$ cat config.mk
export PLATFORM = sky130hd
export DESIGN_NAME = lax_decoder
export DESIGN_NICKNAME = d
export VERILOG_FILES = /design/src/core/lax_pkg.sv /design/src/core/lax_sync.sv /design/src/core/lax_decoder.sv
export SDC_FILE = /design/constraint.sdc
export NUM_CORES = 1
export LEC_CHECK = 0
export ABC_CLOCK_PERIOD_IN_PS = 4000
export BUFFER_PORTS_ARGS = -buffer_cell sky130_fd_sc_hd__buf_2
export CAP_MARGIN = 40
export CELL_PAD_IN_SITES_DETAIL_PLACEMENT = 1
export CELL_PAD_IN_SITES_GLOBAL_PLACEMENT = 2
export CORE_MARGIN = 1.5
export CORE_UTILIZATION = 38
export DETAILED_ROUTE_END_ITERATION = 10
export HOLD_SLACK_MARGIN = 0.03
export PLACE_DENSITY = 0.82
export SYNTH_ARGS = -nofsm -noshare
export SYNTH_HDL_FRONTEND = slang
export SYNTH_SLANG_ARGS = --single-unit
$ cat constraint.sdc
create_clock -name clk -period 4 [get_ports clk]
set_input_delay 0.4 -clock clk [delete_from_list [all_inputs] [get_ports clk]]
set_output_delay 0.4 -clock clk [all_outputs]
set_load 0.02 [all_outputs]
$ cat src/core/lax_pkg.sv
// lax_pkg: constants and carrier types of the axis command decoder
// assumes one 100 MHz clock and a drive stage that reports position
//
// Functional notes
// - two modes, monostable one and bistable two
// - mode one after reset or unconfigured
// - omnistable stroke may halt anywhere
// - omnistable all low: stop and hold
// - omnistable: retract or extend per input
// - teach plus retract: learn, retract first
// - teach plus extend: learn, extend first
// - teach alone: powerless, ready, clear errors
// - omnistable third input: teach, reset, powerless
// - retracted variant: extend high, else retract
// - retracted variant teach: learn, retract first
// - retracted variant ignores the retract input
package lax_pkg;
	// ************************************************
	// timing
	// ************************************************
	localparam int CLK_MHZ      = 100;
	localparam int MODE_WIN_US  = 1000;
	localparam int MODE_WIN_CYC = MODE_WIN_US * CLK_MHZ;

	// ************************************************
	// register map and fields
	// ************************************************
	localparam logic [7:0] A_CTRL  = 8'h00;
	localparam logic [7:0] A_STAT  = 8'h04;
	localparam logic [7:0] A_IRQ   = 8'h08;
	localparam logic [7:0] A_MASK  = 8'h0c;
	localparam logic [7:0] A_INNER = 8'h10;
	localparam logic [7:0] A_OUTER = 8'h14;
	localparam int CTRL_VARIANT = 0;
	localparam logic CTRL_VARIANT_RST = 1'b0;
	localparam int STAT_MODE    = 2;
	localparam int STAT_LEARNED = 3;
	localparam int STAT_FAULT   = 4;
	localparam int IRQ_LEARN = 0;
	localparam int IRQ_FAULT = 1;
	localparam int IRQ_UNDEF = 2;
	localparam int IRQ_MODE  = 3;
	localparam int IRQ_W     = 4;
	localparam logic [IRQ_W-1:0] MASK_RST = 4'h0;
	localparam int POS_W = 16;

	// ************************************************
	// types
	// ************************************************
	typedef enum logic [2:0] {
		CMD_HOLD    = 3'b000,
		CMD_EXTEND  = 3'b001,
		CMD_RETRACT = 3'b010,
		CMD_LEARN   = 3'b011,
		CMD_OFF     = 3'b100
	} lax_cmd_t;

	typedef enum logic [1:0] {
		ST_RUN     = 2'b00,
		ST_LEARN_A = 2'b01,
		ST_LEARN_B = 2'b10,
		ST_OFF     = 2'b11
	} lax_state_t;

	typedef enum logic {
		MODE_MONO = 1'b0,
		MODE_BI   = 1'b1
	} lax_mode_t;

	typedef struct packed {
		lax_cmd_t cmd;
		logic     slow;
		logic     toward_outer;
		logic     clear_err;
	} lax_drive_t;

	typedef struct packed {
		logic [7:0]  addr;
		logic [31:0] wdata;
		logic        we;
		logic        re;
	} lax_bus_t;

	typedef struct packed {
		logic [POS_W-1:0] pos;
		logic             at_stop;
		logic             still;
		logic             fault;
	} lax_fb_t;
endpackage

$ cat src/core/lax_sync.sv
// lax_sync: three-stage synchroniser with agreement filter for one pin
// assumes the pin is asynchronous to clk
`timescale 1ns/1ns
module lax_sync
(
	input  wire logic clk,
	input  wire logic nrst,
	input  wire logic pin,
	output logic      level
);
	typedef struct packed {
		logic [2:0] ff;
		logic       lvl;
	} lax_sync_st_t;

	lax_sync_st_t s_r;
	lax_sync_st_t s_nxt;

	// stage 0 feeds stage 1 only; a change counts once 1 and 2 agree
	always_comb
	begin
		s_nxt = s_r;
		s_nxt.ff = {s_r.ff[1:0], pin};
		if (s_r.ff[1] == s_r.ff[2])
			s_nxt.lvl = s_r.ff[2];
	end

	always_ff @(posedge clk or negedge nrst)
	begin
		if (!nrst)
			s_r <= '0;
		else
			s_r <= s_nxt;
	end

	assign level = s_r.lvl;
endmodule

$ cat src/core/lax_decoder.sv
// lax_decoder: decodes the controller's command pins into drive commands
// assumes a drive stage on clk that reports position, end stop and fault
`timescale 1ns/1ns
module lax_decoder
#(
	parameter int MODE_WIN_CYC = lax_pkg::MODE_WIN_CYC
)
(
	input  wire logic              clk,
	input  wire logic              nrst,
	input  wire logic              extend_request_in,
	input  wire logic              retract_request_in,
	input  wire logic              learn_reset_request_in,
	input  wire lax_pkg::lax_fb_t  fb,
	input  wire lax_pkg::lax_bus_t bus,
	output logic [31:0]            rdata,
	output lax_pkg::lax_drive_t    drive,
	output logic                   ready,
	output logic                   at_outer_stop_out,
	output logic                   at_inner_stop_out,
	output logic                   irq
);
	localparam int WIN_W = $clog2(MODE_WIN_CYC + 1);
	localparam logic [WIN_W-1:0] WIN_RST = WIN_W'(MODE_WIN_CYC);

	if (MODE_WIN_CYC < 1 || WIN_W > 31)
	begin : g_bad_win
		$error("MODE_WIN_CYC out of range");
	end

	// ************************************************
	// state
	// ************************************************
	typedef struct packed {
		lax_pkg::lax_state_t      st;
		lax_pkg::lax_mode_t       mode;
		logic                     mode_done;
		logic [WIN_W-1:0]         win;
		logic                     variant;
		lax_pkg::lax_cmd_t        bist;
		logic                     learn_outer;
		logic                     learned;
		logic                     fault;
		logic                     fault_d;
		logic [lax_pkg::POS_W-1:0] inner;
		logic [lax_pkg::POS_W-1:0] outer;
		logic [lax_pkg::IRQ_W-1:0] irq;
		logic [lax_pkg::IRQ_W-1:0] mask;
		lax_pkg::lax_drive_t      drive;
		logic                     ready;
		logic                     at_outer;
		logic                     at_inner;
		logic [31:0]              rdata;
	} lax_core_st_t;

	lax_core_st_t s_r;
	lax_core_st_t s_nxt;

	logic e;
	logic r;
	logic t;

	// ************************************************
	// pin synchronisers
	// ************************************************
	lax_sync u_sync_ext (.clk(clk), .nrst(nrst), .pin(extend_request_in), .level(e));
	lax_sync u_sync_ret (.clk(clk), .nrst(nrst), .pin(retract_request_in), .level(r));
	lax_sync u_sync_learn (.clk(clk), .nrst(nrst), .pin(learn_reset_request_in), .level(t));

	// ************************************************
	// command decode
	// ************************************************
	lax_pkg::lax_cmd_t run_cmd;
	logic              go_learn;
	logic              learn_out;
	logic              go_off;
	logic              undef;

	always_comb
	begin
		run_cmd = lax_pkg::CMD_HOLD;
		go_learn = 1'b0;
		learn_out = 1'b0;
		go_off = 1'b0;
		undef = 1'b0;
		if (s_r.mode == lax_pkg::MODE_BI)
		begin
			// bistable: a run command latches until the counter signal
			case ({e, r, t})
				3'b100: run_cmd = lax_pkg::CMD_EXTEND;
				3'b010: run_cmd = lax_pkg::CMD_RETRACT;
				3'b110: run_cmd = lax_pkg::CMD_HOLD;
				3'b000: run_cmd = s_r.bist;
				3'b001: go_off = 1'b1;
				3'b101:
				begin
					go_learn = 1'b1;
					learn_out = 1'b1;
				end
				3'b011: go_learn = 1'b1;
				default: undef = 1'b1;
			endcase
		end
		else if (s_r.variant)
		begin
			// retract pin has no meaning in this variant
			case ({e, t})
				2'b10: run_cmd = lax_pkg::CMD_EXTEND;
				2'b00: run_cmd = lax_pkg::CMD_RETRACT;
				2'b01: go_learn = 1'b1;
				default: undef = 1'b1;
			endcase
		end
		else
		begin
			// third pin meaning picked by the motion pins
			case ({e, r, t})
				3'b000: run_cmd = lax_pkg::CMD_HOLD;
				3'b010: run_cmd = lax_pkg::CMD_RETRACT;
				3'b100: run_cmd = lax_pkg::CMD_EXTEND;
				3'b011: go_learn = 1'b1;
				3'b101:
				begin
					go_learn = 1'b1;
					learn_out = 1'b1;
				end
				3'b001: go_off = 1'b1;
				// hold rather than guess a direction
				default: undef = 1'b1;
			endcase
		end
	end

	// ************************************************
	// next state
	// ************************************************
	logic [lax_pkg::IRQ_W-1:0] ev;
	logic [lax_pkg::IRQ_W-1:0] clr;
	logic                      leg_outer;

	always_comb
	begin
		s_nxt = s_r;
		ev = '0;
		clr = '0;
		leg_outer = 1'b0;
		s_nxt.drive.clear_err = 1'b0;

		// power-up window for the three-pin mode change
		if (s_r.win != '0)
		begin
			s_nxt.win = s_r.win - WIN_W'(1);
			if (e && r && t && !s_r.mode_done)
			begin
				s_nxt.mode = (s_r.mode == lax_pkg::MODE_MONO) ? lax_pkg::MODE_BI
					: lax_pkg::MODE_MONO;
				s_nxt.mode_done = 1'b1;
				ev[lax_pkg::IRQ_MODE] = 1'b1;
			end
		end

		if (undef && s_r.st == lax_pkg::ST_RUN)
			ev[lax_pkg::IRQ_UNDEF] = 1'b1;

		case (s_r.st)
			lax_pkg::ST_RUN:
			begin
				if (go_off)
				begin
					s_nxt.st = lax_pkg::ST_OFF;
					s_nxt.drive.clear_err = 1'b1;
					s_nxt.bist = lax_pkg::CMD_HOLD;
				end
				else if (go_learn)
				begin
					s_nxt.st = lax_pkg::ST_LEARN_A;
					s_nxt.learn_outer = learn_out;
				end
				else
					s_nxt.bist = run_cmd;
			end
			lax_pkg::ST_LEARN_A,
			lax_pkg::ST_LEARN_B:
			begin
				leg_outer = (s_r.st == lax_pkg::ST_LEARN_A) ? s_r.learn_outer : !s_r.learn_outer;
				if (go_off)
				begin
					s_nxt.st = lax_pkg::ST_OFF;
					s_nxt.drive.clear_err = 1'b1;
				end
				else if (fb.at_stop)
				begin
					// each leg ends on a stop and stores it
					if (leg_outer)
						s_nxt.outer = fb.pos;
					else
						s_nxt.inner = fb.pos;
					if (s_r.st == lax_pkg::ST_LEARN_A)
						s_nxt.st = lax_pkg::ST_LEARN_B;
					else
					begin
						s_nxt.st = lax_pkg::ST_RUN;
						s_nxt.learned = 1'b1;
						ev[lax_pkg::IRQ_LEARN] = 1'b1;
					end
				end
				s_nxt.bist = lax_pkg::CMD_HOLD;
			end
			lax_pkg::ST_OFF:
			begin
				if (!go_off)
					s_nxt.st = lax_pkg::ST_RUN;
			end
			default: s_nxt.st = lax_pkg::ST_RUN;
		endcase

		// drive command follows the state being entered
		s_nxt.drive.slow = 1'b0;
		s_nxt.drive.toward_outer = 1'b0;
		case (s_nxt.st)
			lax_pkg::ST_RUN:
			begin
				s_nxt.drive.cmd = run_cmd;
				s_nxt.drive.toward_outer = (run_cmd == lax_pkg::CMD_EXTEND);
			end
			lax_pkg::ST_LEARN_A:
			begin
				s_nxt.drive.cmd = lax_pkg::CMD_LEARN;
				s_nxt.drive.slow = 1'b1;
				s_nxt.drive.toward_outer = s_nxt.learn_outer;
			end
			lax_pkg::ST_LEARN_B:
			begin
				s_nxt.drive.cmd = lax_pkg::CMD_LEARN;
				s_nxt.drive.slow = 1'b1;
				s_nxt.drive.toward_outer = !s_nxt.learn_outer;
			end
			lax_pkg::ST_OFF: s_nxt.drive.cmd = lax_pkg::CMD_OFF;
			default: s_nxt.drive.cmd = lax_pkg::CMD_HOLD;
		endcase

		// fault latch: a new fault wins over the clear
		s_nxt.fault_d = fb.fault;
		if (fb.fault && !s_r.fault_d)
			ev[lax_pkg::IRQ_FAULT] = 1'b1;
		s_nxt.fault = (s_r.fault && !s_nxt.drive.clear_err) || fb.fault;

		// stays ready while powerless; only a fault withdraws it
		s_nxt.ready = !s_nxt.fault;
		s_nxt.at_outer = s_nxt.ready && s_r.learned && fb.still
			&& s_nxt.st == lax_pkg::ST_RUN && fb.pos == s_r.outer;
		s_nxt.at_inner = s_nxt.ready && s_r.learned && fb.still
			&& s_nxt.st == lax_pkg::ST_RUN && fb.pos == s_r.inner;

		// ************************************************
		// register port
		// ************************************************
		if (bus.we)
		begin
			case (bus.addr)
				lax_pkg::A_CTRL: s_nxt.variant = bus.wdata[lax_pkg::CTRL_VARIANT];
				lax_pkg::A_MASK: s_nxt.mask = bus.wdata[lax_pkg::IRQ_W-1:0];
				lax_pkg::A_IRQ: clr = bus.wdata[lax_pkg::IRQ_W-1:0];
				default: ;
			endcase
		end
		// an event in the clearing cycle is kept
		s_nxt.irq = (s_r.irq & ~clr) | ev;

		s_nxt.rdata = '0;
		if (bus.re)
		begin
			case (bus.addr)
				lax_pkg::A_CTRL: s_nxt.rdata[lax_pkg::CTRL_VARIANT] = s_r.variant;
				lax_pkg::A_STAT:
				begin
					s_nxt.rdata[1:0] = s_r.st;
					s_nxt.rdata[lax_pkg::STAT_MODE] = s_r.mode;
					s_nxt.rdata[lax_pkg::STAT_LEARNED] = s_r.learned;
					s_nxt.rdata[lax_pkg::STAT_FAULT] = s_r.fault;
				end
				lax_pkg::A_IRQ: s_nxt.rdata[lax_pkg::IRQ_W-1:0] = s_r.irq;
				lax_pkg::A_MASK: s_nxt.rdata[lax_pkg::IRQ_W-1:0] = s_r.mask;
				lax_pkg::A_INNER: s_nxt.rdata[lax_pkg::POS_W-1:0] = s_r.inner;
				lax_pkg::A_OUTER: s_nxt.rdata[lax_pkg::POS_W-1:0] = s_r.outer;
				default: s_nxt.rdata = '0;
			endcase
		end
	end

	// ************************************************
	// registers
	// ************************************************
	always_ff @(posedge clk or negedge nrst)
	begin
		if (!nrst)
		begin
			s_r <= '0;
			s_r.st <= lax_pkg::ST_RUN;
			s_r.mode <= lax_pkg::MODE_MONO;
			s_r.win <= WIN_RST;
			s_r.variant <= lax_pkg::CTRL_VARIANT_RST;
			s_r.bist <= lax_pkg::CMD_HOLD;
			s_r.mask <= lax_pkg::MASK_RST;
			s_r.ready <= 1'b1;
		end
		else
			s_r <= s_nxt;
	end

	assign rdata = s_r.rdata;
	assign drive = s_r.drive;
	assign ready = s_r.ready;
	assign at_outer_stop_out = s_r.at_outer;
	assign at_inner_stop_out = s_r.at_inner;
	assign irq = |(s_r.irq & s_r.mask);

	logic omni_run;
	logic mono_run;
	assign omni_run = s_r.st == lax_pkg::ST_RUN && s_r.mode == lax_pkg::MODE_MONO && !s_r.variant;
	assign mono_run = s_r.st == lax_pkg::ST_RUN && s_r.mode == lax_pkg::MODE_MONO && s_r.variant;
endmodule

==> impl_metrics.yaml, run 1 <==
run_status:
  status: "finished, final reports clean"
power:
  leakagePower_nw: 2.75
  total_power_w: 0.00338
  irDropWorstVdd_mv: 0.324
  power_density_nw_per_um2: 580
synthesis:
  synth_area_leaders: "dfrtp_1 (48%), mux2_2 (8.9%), xor2_1 (6.6%)"
  yosysWarnings: 0
  ys.flop_type: "dfrtp_1"
  synth_top_area_share_pct: 47.7
  yosysTopAreaCell: "dfrtp_1"
  synthAdderAreaFrac_pct: 2.75
  synthMuxAreaShare_pct: 12.0
  yosysSeqAreaShare_pct: 51.2
  syn_area_per_cell_um2: 11.5
  synth-edff-count: 0
  syn_inst: 451
  synth_compound_area_share_pct: 7.58
  syn_area_um2: 5200
  async_flop_share_pct: 100
  synth_xor_area_share_pct: 7.42
  synth_cell_types: 51
  synth-simple-area-share_pct: 11.4
  synth_top_family_by_area: "multiplexers"
  ys_ff_latch: 106
setup_path:
  rr_worst_depth: 8
  rr_endpoint: "at_outer_stop_out"
  critPathMaxFanout: 8
  path_cells: "inv_1 -> ha_1 -> a22o_1 -> a22o_1 -> o22ai_1 -> ha_1 -> nand3_1 -> nor3_1"
  crit_end: "at_outer_stop_out"
  cp-end-kind: "register"
  arrival_ps: 2880
  r2r-start: "s_r[108]"
  crit_path_start_kind: "register"
  critPathRequiredTime_ps: 4230
  critPathLaunch: "s_r[108]"
  reg2reg_slack_ps: 1350
  critPathSlowestCell: "dfrtp_1"
  criticalPathCategory: "register to register"
  worst_path_largest_cell_delay_ps: 440
sta:
  finalClockSkew_ps: 10.1
  fin_ws_ps: 1350
  setup-violations-final: 0
  period_share_pct: 66.2
  fin_crit_ps: 2650
  drv_slew: 0
  grt_setup_unrepaired: "false"
  fmax_mhz: 377
  maxSlewHeadroom_pct: 58.3
  tightestPinTransition_ps: 624
  tns_ps: 0
  hold_viol: 0
routing:
  antenna_left: 0
  post_drt_wl_per_cell_um: 16.5
  drt_iter0_drc: 156
  drtPass1Iterations: 4
  drc: 0
  drt_wl_total_mm: 11.1
  routed_via_density: 5.00
  vias: 3374
floorplanning:
  dieArea_um2: 14400
  initial_utilization_pct: 39.1
  die_y_um: 120
  io_pins: 108
  die_w_um: 120
  core-area_um2: 13300
  placement_rows: 42
layout:
  synthToLayoutAreaGrowth_pct: 12.1
  drive_gt1_share_pct: 27.7
  fillers: 1462
  fin_nets: 569
  stdcell_area_um2: 5830
  num_antenna_cells: 0
worst_hold_path:
  min_path_type: "input port to register"
placed_design:
  placed_area_um2: 5510
  pre_cts_ws_ps: 1320
  port_buffers: 63
  gp_congestion: 0.734
  dp_hpwl_mm: 8.20
grt:
  grt_pass1_vias: 3605
  grt_pass1_wl_mm: 18.5
  grt_use_total_pct: 16.4
  antenna_found_initial: 0
  grt-ovfl-total: 0
  grt_max_degree: 57
clock_network:
  cts_tree: "done"
  postCtsSetupBuffers: 0
  worstSkewPairLatency_ps: 350
  htree_levels: 3
  cts_inserted_buffers: 9
  clock_path_buffers: 2
  cts_root_buf: "clkbuf_16"
  cts.sinks: 106
  clk_pin_slew_ps: 70
job:
  max-cap-violations: 0
where the power goes:
group / switching (W) / internal (W) / leakage, nW / total (W)
Combinational: 0.000492 / 0.000473 / 1.28 / 0.000966
Sequential: 0.000199 / 0.00130 / 1.32 / 0.00150
Clock: 0.000389 / 0.000523 / 0.146 / 0.000911
Total: 0.00108 / 0.00230 / 2.75 / 0.00338
per-stage QoR:
step                      hold WS, ps  util [%]  std cells
final                             152      43.8        675
after global routing              140      43.8        675
after CTS                         145      43.8        675
after detailed placement          337      41.4        658
after global placement            334      41.0        655
after floorplan                   104         -        466
final cells by class:
cell class / count / area [um2] / share of cell area, %
Inverter: 9 / 33.8 / 0.580
Clock inverter: 3 / 46.3 / 0.795
Timing Repair Buffer: 70 / 404 / 6.94
Multi-Input combinational cell: 298 / 2200 / 37.8
Clock buffer: 13 / 260 / 4.47
Sequential cell: 106 / 2660 / 45.7
Tap cell: 176 / 220 / 3.78
worst min-delay path by stage:
stage,from,endpoint,slack [ps],cells past startpoint
floorplan,nrst,at_inner_stop_out,100,0
global placement,u_sync_ext.s_nxt[2],u_sync_ext.s_nxt[3],330,0
detailed placement,u_sync_ret.s_nxt[2],u_sync_ret.s_nxt[3],340,0
CTS,learn_reset_request_in,u_sync_learn.s_nxt[2],150,1
global route,extend_request_in,u_sync_ext.s_nxt[2],140,1
finish,extend_request_in,u_sync_ext.s_nxt[2],150,1
logic make-up after synthesis:
logic type,Yosys count
buffers and inverters,62
adder cells (fa/ha/maj),12
AO/OA/AOI/OAI,56
other,1
multiplexers,57
AND/OR/NAND/NOR,113
flip-flops,106
XOR/XNOR,44
cells in the mapped netlist (9+ instances only):
cell	instances
mux2i_1	16
inv_1	9
buf_4	39
nand2_1	23
nor4_1	12
mux2_2	41
nor2_1	23
nor2b_1	15
xor2_1	39
dfrtp_1	99
nor3_1	14
a22oi_1	16
ha_1	9
cells in the final DEF, fill, tap and decap left out, drive strengths merged, types with 3 or more instances in the layout:
master and count:
a21o 3, a21oi 7, a22o 3, a22oi 16, buf 69, clkbuf 13, conb 16, dfrtp 99
dfstp 7, ha 9, inv 10, maj3 3, mux2 41, mux2i 16, nand2 23, nand2b 4
nand3 6, nand4 4, nor2 23, nor2b 15, nor3 14, nor3b 3, nor4 12, o21ai 8
o22ai 6, xnor2 5, xor2 39
flip-flops by register name, summed over array words and instances, names as in the netlist:
register            count
at_inner_stop_out       1
at_outer_stop_out       1
drive                   6
rdata                  16
ready                   1
s_r                    69
u_sync_ext.level        1
u_sync_ext.s_nxt        2
u_sync_ext.s_r          1
u_sync_learn.level      1
u_sync_learn.s_nxt      2
u_sync_learn.s_r        1
u_sync_ret.level        1
u_sync_ret.s_nxt        2
u_sync_ret.s_r          1
routing by layer:
metal  share of wire, %  global-route usage, %
met1                 44                   20.4
met2                 51                   28.7
met3                3.0                   3.04
met4                1.3                   5.58
met5                  0                      0
worst max-delay path: cells and delay by family (launching register included):
| family | cells | cell delay, ps |
|---|---|---|
| DFF | 1 | 440 |
| AOI/OAI and AO/OA | 3 | 760 |
| and+or+nand+nor | 2 | 470 |
| adders and majority gates | 2 | 760 |
| buffers and inverters | 1 | 90 |
what timing repair did:
item / in CTS / in global routing
hold buffers: 1 / 0
endpoints found under the setup margin: 0 / 0
endpoints found under the hold margin: 27 / 0
gates resized for setup: 0 / 0
Note: power is estimated with default switching activity, not from simulation.
==> run 2: changes to the inputs <==
ABC_CLOCK_PERIOD_IN_PS = 2780   (was 4000)
CORE_UTILIZATION = 36   (was 38)
PLACE_DENSITY = 0.79   (was 0.82)
clock period = 2.78 ns   (was 4 ns; I/O delays follow)
==> impl_metrics.yaml, run 2 (synthesis gave the netlist of run 1 again) <==
setup_path:
  cp.depth: 8
  path_delay_family: "adder cells"
  worst_path_largest_cell_delay_ps: 450
  reg2reg_slack_ps: 250
  path_cells: "inv_1 -> ha_1 -> a22o_1 -> a22o_1 -> o22ai_1 -> ha_1 -> nand3_1 -> nor3_1"
  critPathRequiredTime_ps: 3050
  critPathSlowestCell: "dfrtp_1"
  arrival_ps: 2790
  cp-end-kind: "register"
  critPathBufInv: 1
  rr_worst_depth: 8
  critPathMaxFanout: 8
  criticalPathCategory: "register to register"
  crit_path_start_kind: "register"
power:
  p_seq_share_pct: 45.4
  p_int_w: 0.00320
  p_switching_w: 0.00155
  total_power_w: 0.00475
  power_density_nw_per_um2: 813
  irDropWorstVdd_mv: 0.355
  switching_share_pct: 32.6
  power_frac_comb_pct: 29.6
  leakagePower_nw: 2.78
  pwr-share-clk_pct: 25.1
worst_hold_path:
  min_path_type: "input port to register"
  holdPathStages: 1
sta:
  finalClockSkew_ps: 6.89
  drv_slew: 0
  maxSlewHeadroom_pct: 60.8
  fmax_mhz: 396
  tightestPinTransition_ps: 586
  setup-violations-final: 0
  fin_crit_ps: 2530
  tns_ps: 0
  whs_ps: 77.4
  grt_setup_unrepaired: "false"
  hold_viol: 0
  period_share_pct: 90.9
placed_design:
  placed_area_um2: 5530
  port_buffers: 63
  gp_congestion: 0.770
  dp_hpwl_mm: 8.31
clock_network:
  postCtsSetupBuffers: 0
  cts.sinks: 106
  cts_root_buf: "clkbuf_16"
  cts_inserted_buffers: 9
  clock_path_buffers: 2
  clk_pin_slew_ps: 60
  cts_tree: "done"
  htree_levels: 3
  worstSkewPairLatency_ps: 350
routing:
  drt_wl_total_mm: 11.5
  drt_iter0_drc: 143
  drc: 0
  antenna_left: 0
  routed_via_density: 4.99
  drtPass1Iterations: 4
  post_drt_wl_per_cell_um: 16.7
  vias: 3426
floorplanning:
  die_w_um: 123
  placement_rows: 43
  dieArea_um2: 15200
  die_y_um: 123
  initial_utilization_pct: 37.1
  io_pins: 108
  core-area_um2: 14000
job:
  max-cap-violations: 0
layout:
  layout_commonest_cell: "dfrtp_1"
  fin_nets: 577
  fillers: 1567
  regMostFlops: "s_r"
  layout_common_cells: "dfrtp_1 (99), buf_2 (62), mux2_2 (41), xor2_1 (39)"
  multi_input_area_um2: 2200
  synthToLayoutAreaGrowth_pct: 12.5
  drive_gt1_share_pct: 27.8
  largest_reg_flops: 69
  regArea_um2: 2660
  num_antenna_cells: 0
  stdcell_area_um2: 5840
grt:
  grt_pass1_wl_mm: 18.9
  grt_use_total_pct: 16.4
  grt-ovfl-total: 0
  grt_pass1_vias: 3687
  antenna_found_initial: 0
  grt_max_degree: 84
run_status:
  status: "finished, final reports clean"
[run 2: cell types whose count changed in the layout (fill, tap and decap cells not counted), sizes merged]
cell         before  now
clkinvlp          1    0
inv              10    9
buf              69   74
clkinv            0    3
dlygate4sd3       1    4
bufinv            1    0
[run 2: cell type report]
| type | instances | area share (%) |
|---|---|---|
| Clock inverter | 3 | 0.257 |
| Multi-Input combinational cell | 298 | 37.6 |
| Timing Repair Buffer | 78 | 7.75 |
| Clock buffer | 13 | 4.45 |
| Tap cell | 180 | 3.85 |
| Sequential cell | 106 | 45.5 |
| Inverter | 9 | 0.578 |
[run 2: power groups by stage]
stage / combinational (W) / clock [W] / sequential (W)
after floorplan: 0.00111 / 0 / 0.00210
after global placement: 0.00136 / 0 / 0.00216
after detailed placement: 0.00141 / 0 / 0.00218
after CTS: 0.00143 / 0.00125 / 0.00216
after global routing: 0.00156 / 0.00131 / 0.00220
final: 0.00141 / 0.00119 / 0.00216
[run 2: repair_timing]
item	in CTS	in global routing
endpoints found under the hold margin	26	0
hold buffers	4	0
resized for setup	0	0
[run 2: final timing paths]
kind                                startpoint                   to
min                                      fb[0]              s_r[81]
max in group asynchronous                 nrst              s_r[99]
max                                   s_r[108]    at_outer_stop_out
max reg2reg                           s_r[108]    at_outer_stop_out
min in group asynchronous                 nrst              s_r[41]
min reg2reg                u_sync_ext.s_nxt[2]  u_sync_ext.s_nxt[3]
[run 2: per-stage QoR]
stage	setup slack, ps	utilization (%)	cells
2_1_floorplan	495	-	466
3_3_place_gp	338	39.5	667
3_5_place_dp	262	39.5	667
4_1_cts	222	41.8	687
5_1_grt	2.96	41.8	687
6_report	252	41.8	687
[run 2: routing by layer]
layer | wire length (um) | share of wire (%) | GRT usage (%) | vias to the layer above
met5 | 0 | 0 | 0 | -
met4 | 123 | 1.1 | 4.31 | 0
met2 | 5850 | 51 | 28.4 | 52
met1 | 5030 | 44 | 20.3 | 1743
li1 | - | - | - | 1623
met3 | 451 | 3.9 | 4.66 | 8
==> run 3: changes to the inputs <==
ABC_CLOCK_PERIOD_IN_PS = default   (was 2780)
CORE_UTILIZATION = 34   (was 36)
PLACE_DENSITY = 0.75   (was 0.79)
RECOVER_POWER = 100   (was default)
==> impl_metrics.yaml, run 3 (synthesis gave the netlist of run 1 again) <==
sta:
  maxSlewHeadroom_pct: 9.49
  tightestPinTransition_ps: 1360
  hold_viol: 0
  period_share_pct: 91.1
  fin_crit_ps: 2530
  tns_ps: 0
  finalClockSkew_ps: 5.14
  setup-violations-final: 0
  drv_slew: 0
  grt_setup_unrepaired: "false"
  fmax_mhz: 395
routing:
  drc: 0
  drtPass1Iterations: 4
  drt_wl_total_mm: 11.3
  drt_iter0_drc: 93
  routed_via_density: 4.90
  vias: 3410
  antenna_left: 0
  post_drt_wl_per_cell_um: 16.2
layout:
  layout_common_cells: "dfrtp_1 (99), mux2_2 (40), xor2_1 (39), clkbuf_1 (36), buf_2 (33)"
  fin_nets: 578
  drive_gt1_share_pct: 20.9
  fin_cells: 696
  layout_commonest_cell: "dfrtp_1"
  largest_reg_flops: 69
  synthToLayoutAreaGrowth_pct: 11.3
  num_antenna_cells: 0
  regMostFlops: "s_r"
grt:
  grt-ovfl-total: 0
  antenna_found_initial: 0
  grt_pass1_vias: 3616
  grt_use_total_pct: 15.2
  grt_max_degree: 53
  grt_pass1_wl_mm: 18.8
floorplanning:
  io_pins: 108
  dieArea_um2: 16000
  die_w_um: 127
  die_y_um: 127
  placement_rows: 45
  core-area_um2: 15100
  initial_utilization_pct: 34.4
setup_path:
  path_cells: "inv_1 -> ha_1 -> a22o_1 -> a22o_1 -> o22ai_1 -> ha_1 -> nand3_1 -> nor3_1"
  critPathLaunch: "s_r[108]"
  cp-end-kind: "register"
  critPathMaxFanout: 8
  criticalPathCategory: "register to register"
  rr_endpoint: "at_inner_stop_out"
  critPathRequiredTime_ps: 3050
  r2r-start: "s_r[108]"
  crit_end: "at_inner_stop_out"
  worst_path_largest_cell_delay_ps: 440
  reg2reg_slack_ps: 250
  rr_worst_depth: 8
  critPathSlowestCell: "dfrtp_1"
  crit_path_start_kind: "register"
  arrival_ps: 2800
job:
  max-cap-violations: 0
clock_network:
  clock_path_buffers: 2
  cts_root_buf: "clkbuf_16"
  worstSkewPairLatency_ps: 360
  cts_inserted_buffers: 9
  htree_levels: 3
  cts_tree: "done"
  clk_pin_slew_ps: 70
  cts.sinks: 106
  postCtsSetupBuffers: 0
placed_design:
  gp_congestion: 0.747
  port_buffers: 63
  dp_hpwl_mm: 8.21
  dp_cells: 676
worst_hold_path:
  holdPathStages: 1
  min_path_type: "input port to register"
run_status:
  status: "finished, final reports clean"
power:
  power_density_nw_per_um2: 820
  irDropWorstVdd_mv: 0.478
  leakagePower_nw: 2.63
[run 3: through the flow]
step | setup WS, ps | power, W | util, % | cell area, um2 | hold WS [ps]
after floorplan | 495 | 0.00322 | - | 5250 | -17.6
after global placement | 333 | 0.00352 | 36.7 | 5530 | 334
after detailed placement | 255 | 0.00358 | 36.7 | 5530 | 336
after CTS | 225 | 0.00483 | 38.8 | 5860 | 43.6
after global routing | 26.6 | 0.00504 | 38.3 | 5780 | 62.9
final | 248 | 0.00474 | 38.3 | 5780 | 65.5
[run 3: per-layer routing]
layer	routed length, um	track usage (%)
met5	0	0
met4	213	5.75
met3	423	3.58
met2	5550	25.9
met1	5090	18.7
[run 3: power breakdown]
part           internal, W  total, W  switching [W]
clock             0.000655   0.00122       0.000567
sequential         0.00187   0.00215       0.000281
combinational     0.000653   0.00137       0.000713
total              0.00318   0.00474        0.00156
[run 3: area by class of cell]
| type | count | area (um2) |
|---|---|---|
| Inverter | 9 | 33.8 |
| Tap cell | 188 | 235 |
| Multi-Input combinational cell | 298 | 2190 |
| Fill cell | 1682 | 9310 |
| Sequential cell | 106 | 2660 |
| Clock inverter | 4 | 26.3 |
| Timing Repair Buffer | 79 | 377 |
| Clock buffer | 12 | 256 |
[run 3: repair_timing]
| action | in CTS | in global routing |
|---|---|---|
| resized for setup | 0 | 0 |
| hold endpoints to repair | 47 | 0 |
| setup endpoints to repair | 0 | 0 |
| hold buffers | 4 | 0 |
[run 3: worst min-delay path by stage]
stage / startpoint / end / slack (ps)
2_1_floorplan: nrst / at_inner_stop_out / -20
3_3_place_gp: u_sync_ext.s_nxt[2] / u_sync_ext.s_nxt[3] / 330
3_5_place_dp: u_sync_ext.s_nxt[2] / u_sync_ext.s_nxt[3] / 340
4_1_cts: fb[0] / s_r[81] / 40
5_1_grt: fb[0] / s_r[81] / 60
6_report: fb[0] / s_r[81] / 70
[run 3: worst max-delay path, delay by kind of cell, from the launching register on]
kind / cells / cell delay, ps
flip-flops: 1 / 440
AND/OR/NAND/NOR: 2 / 370
buffers and inverters: 1 / 100
adder cells (fa/ha/maj): 2 / 780
AO/OA/AOI/OAI: 3 / 760
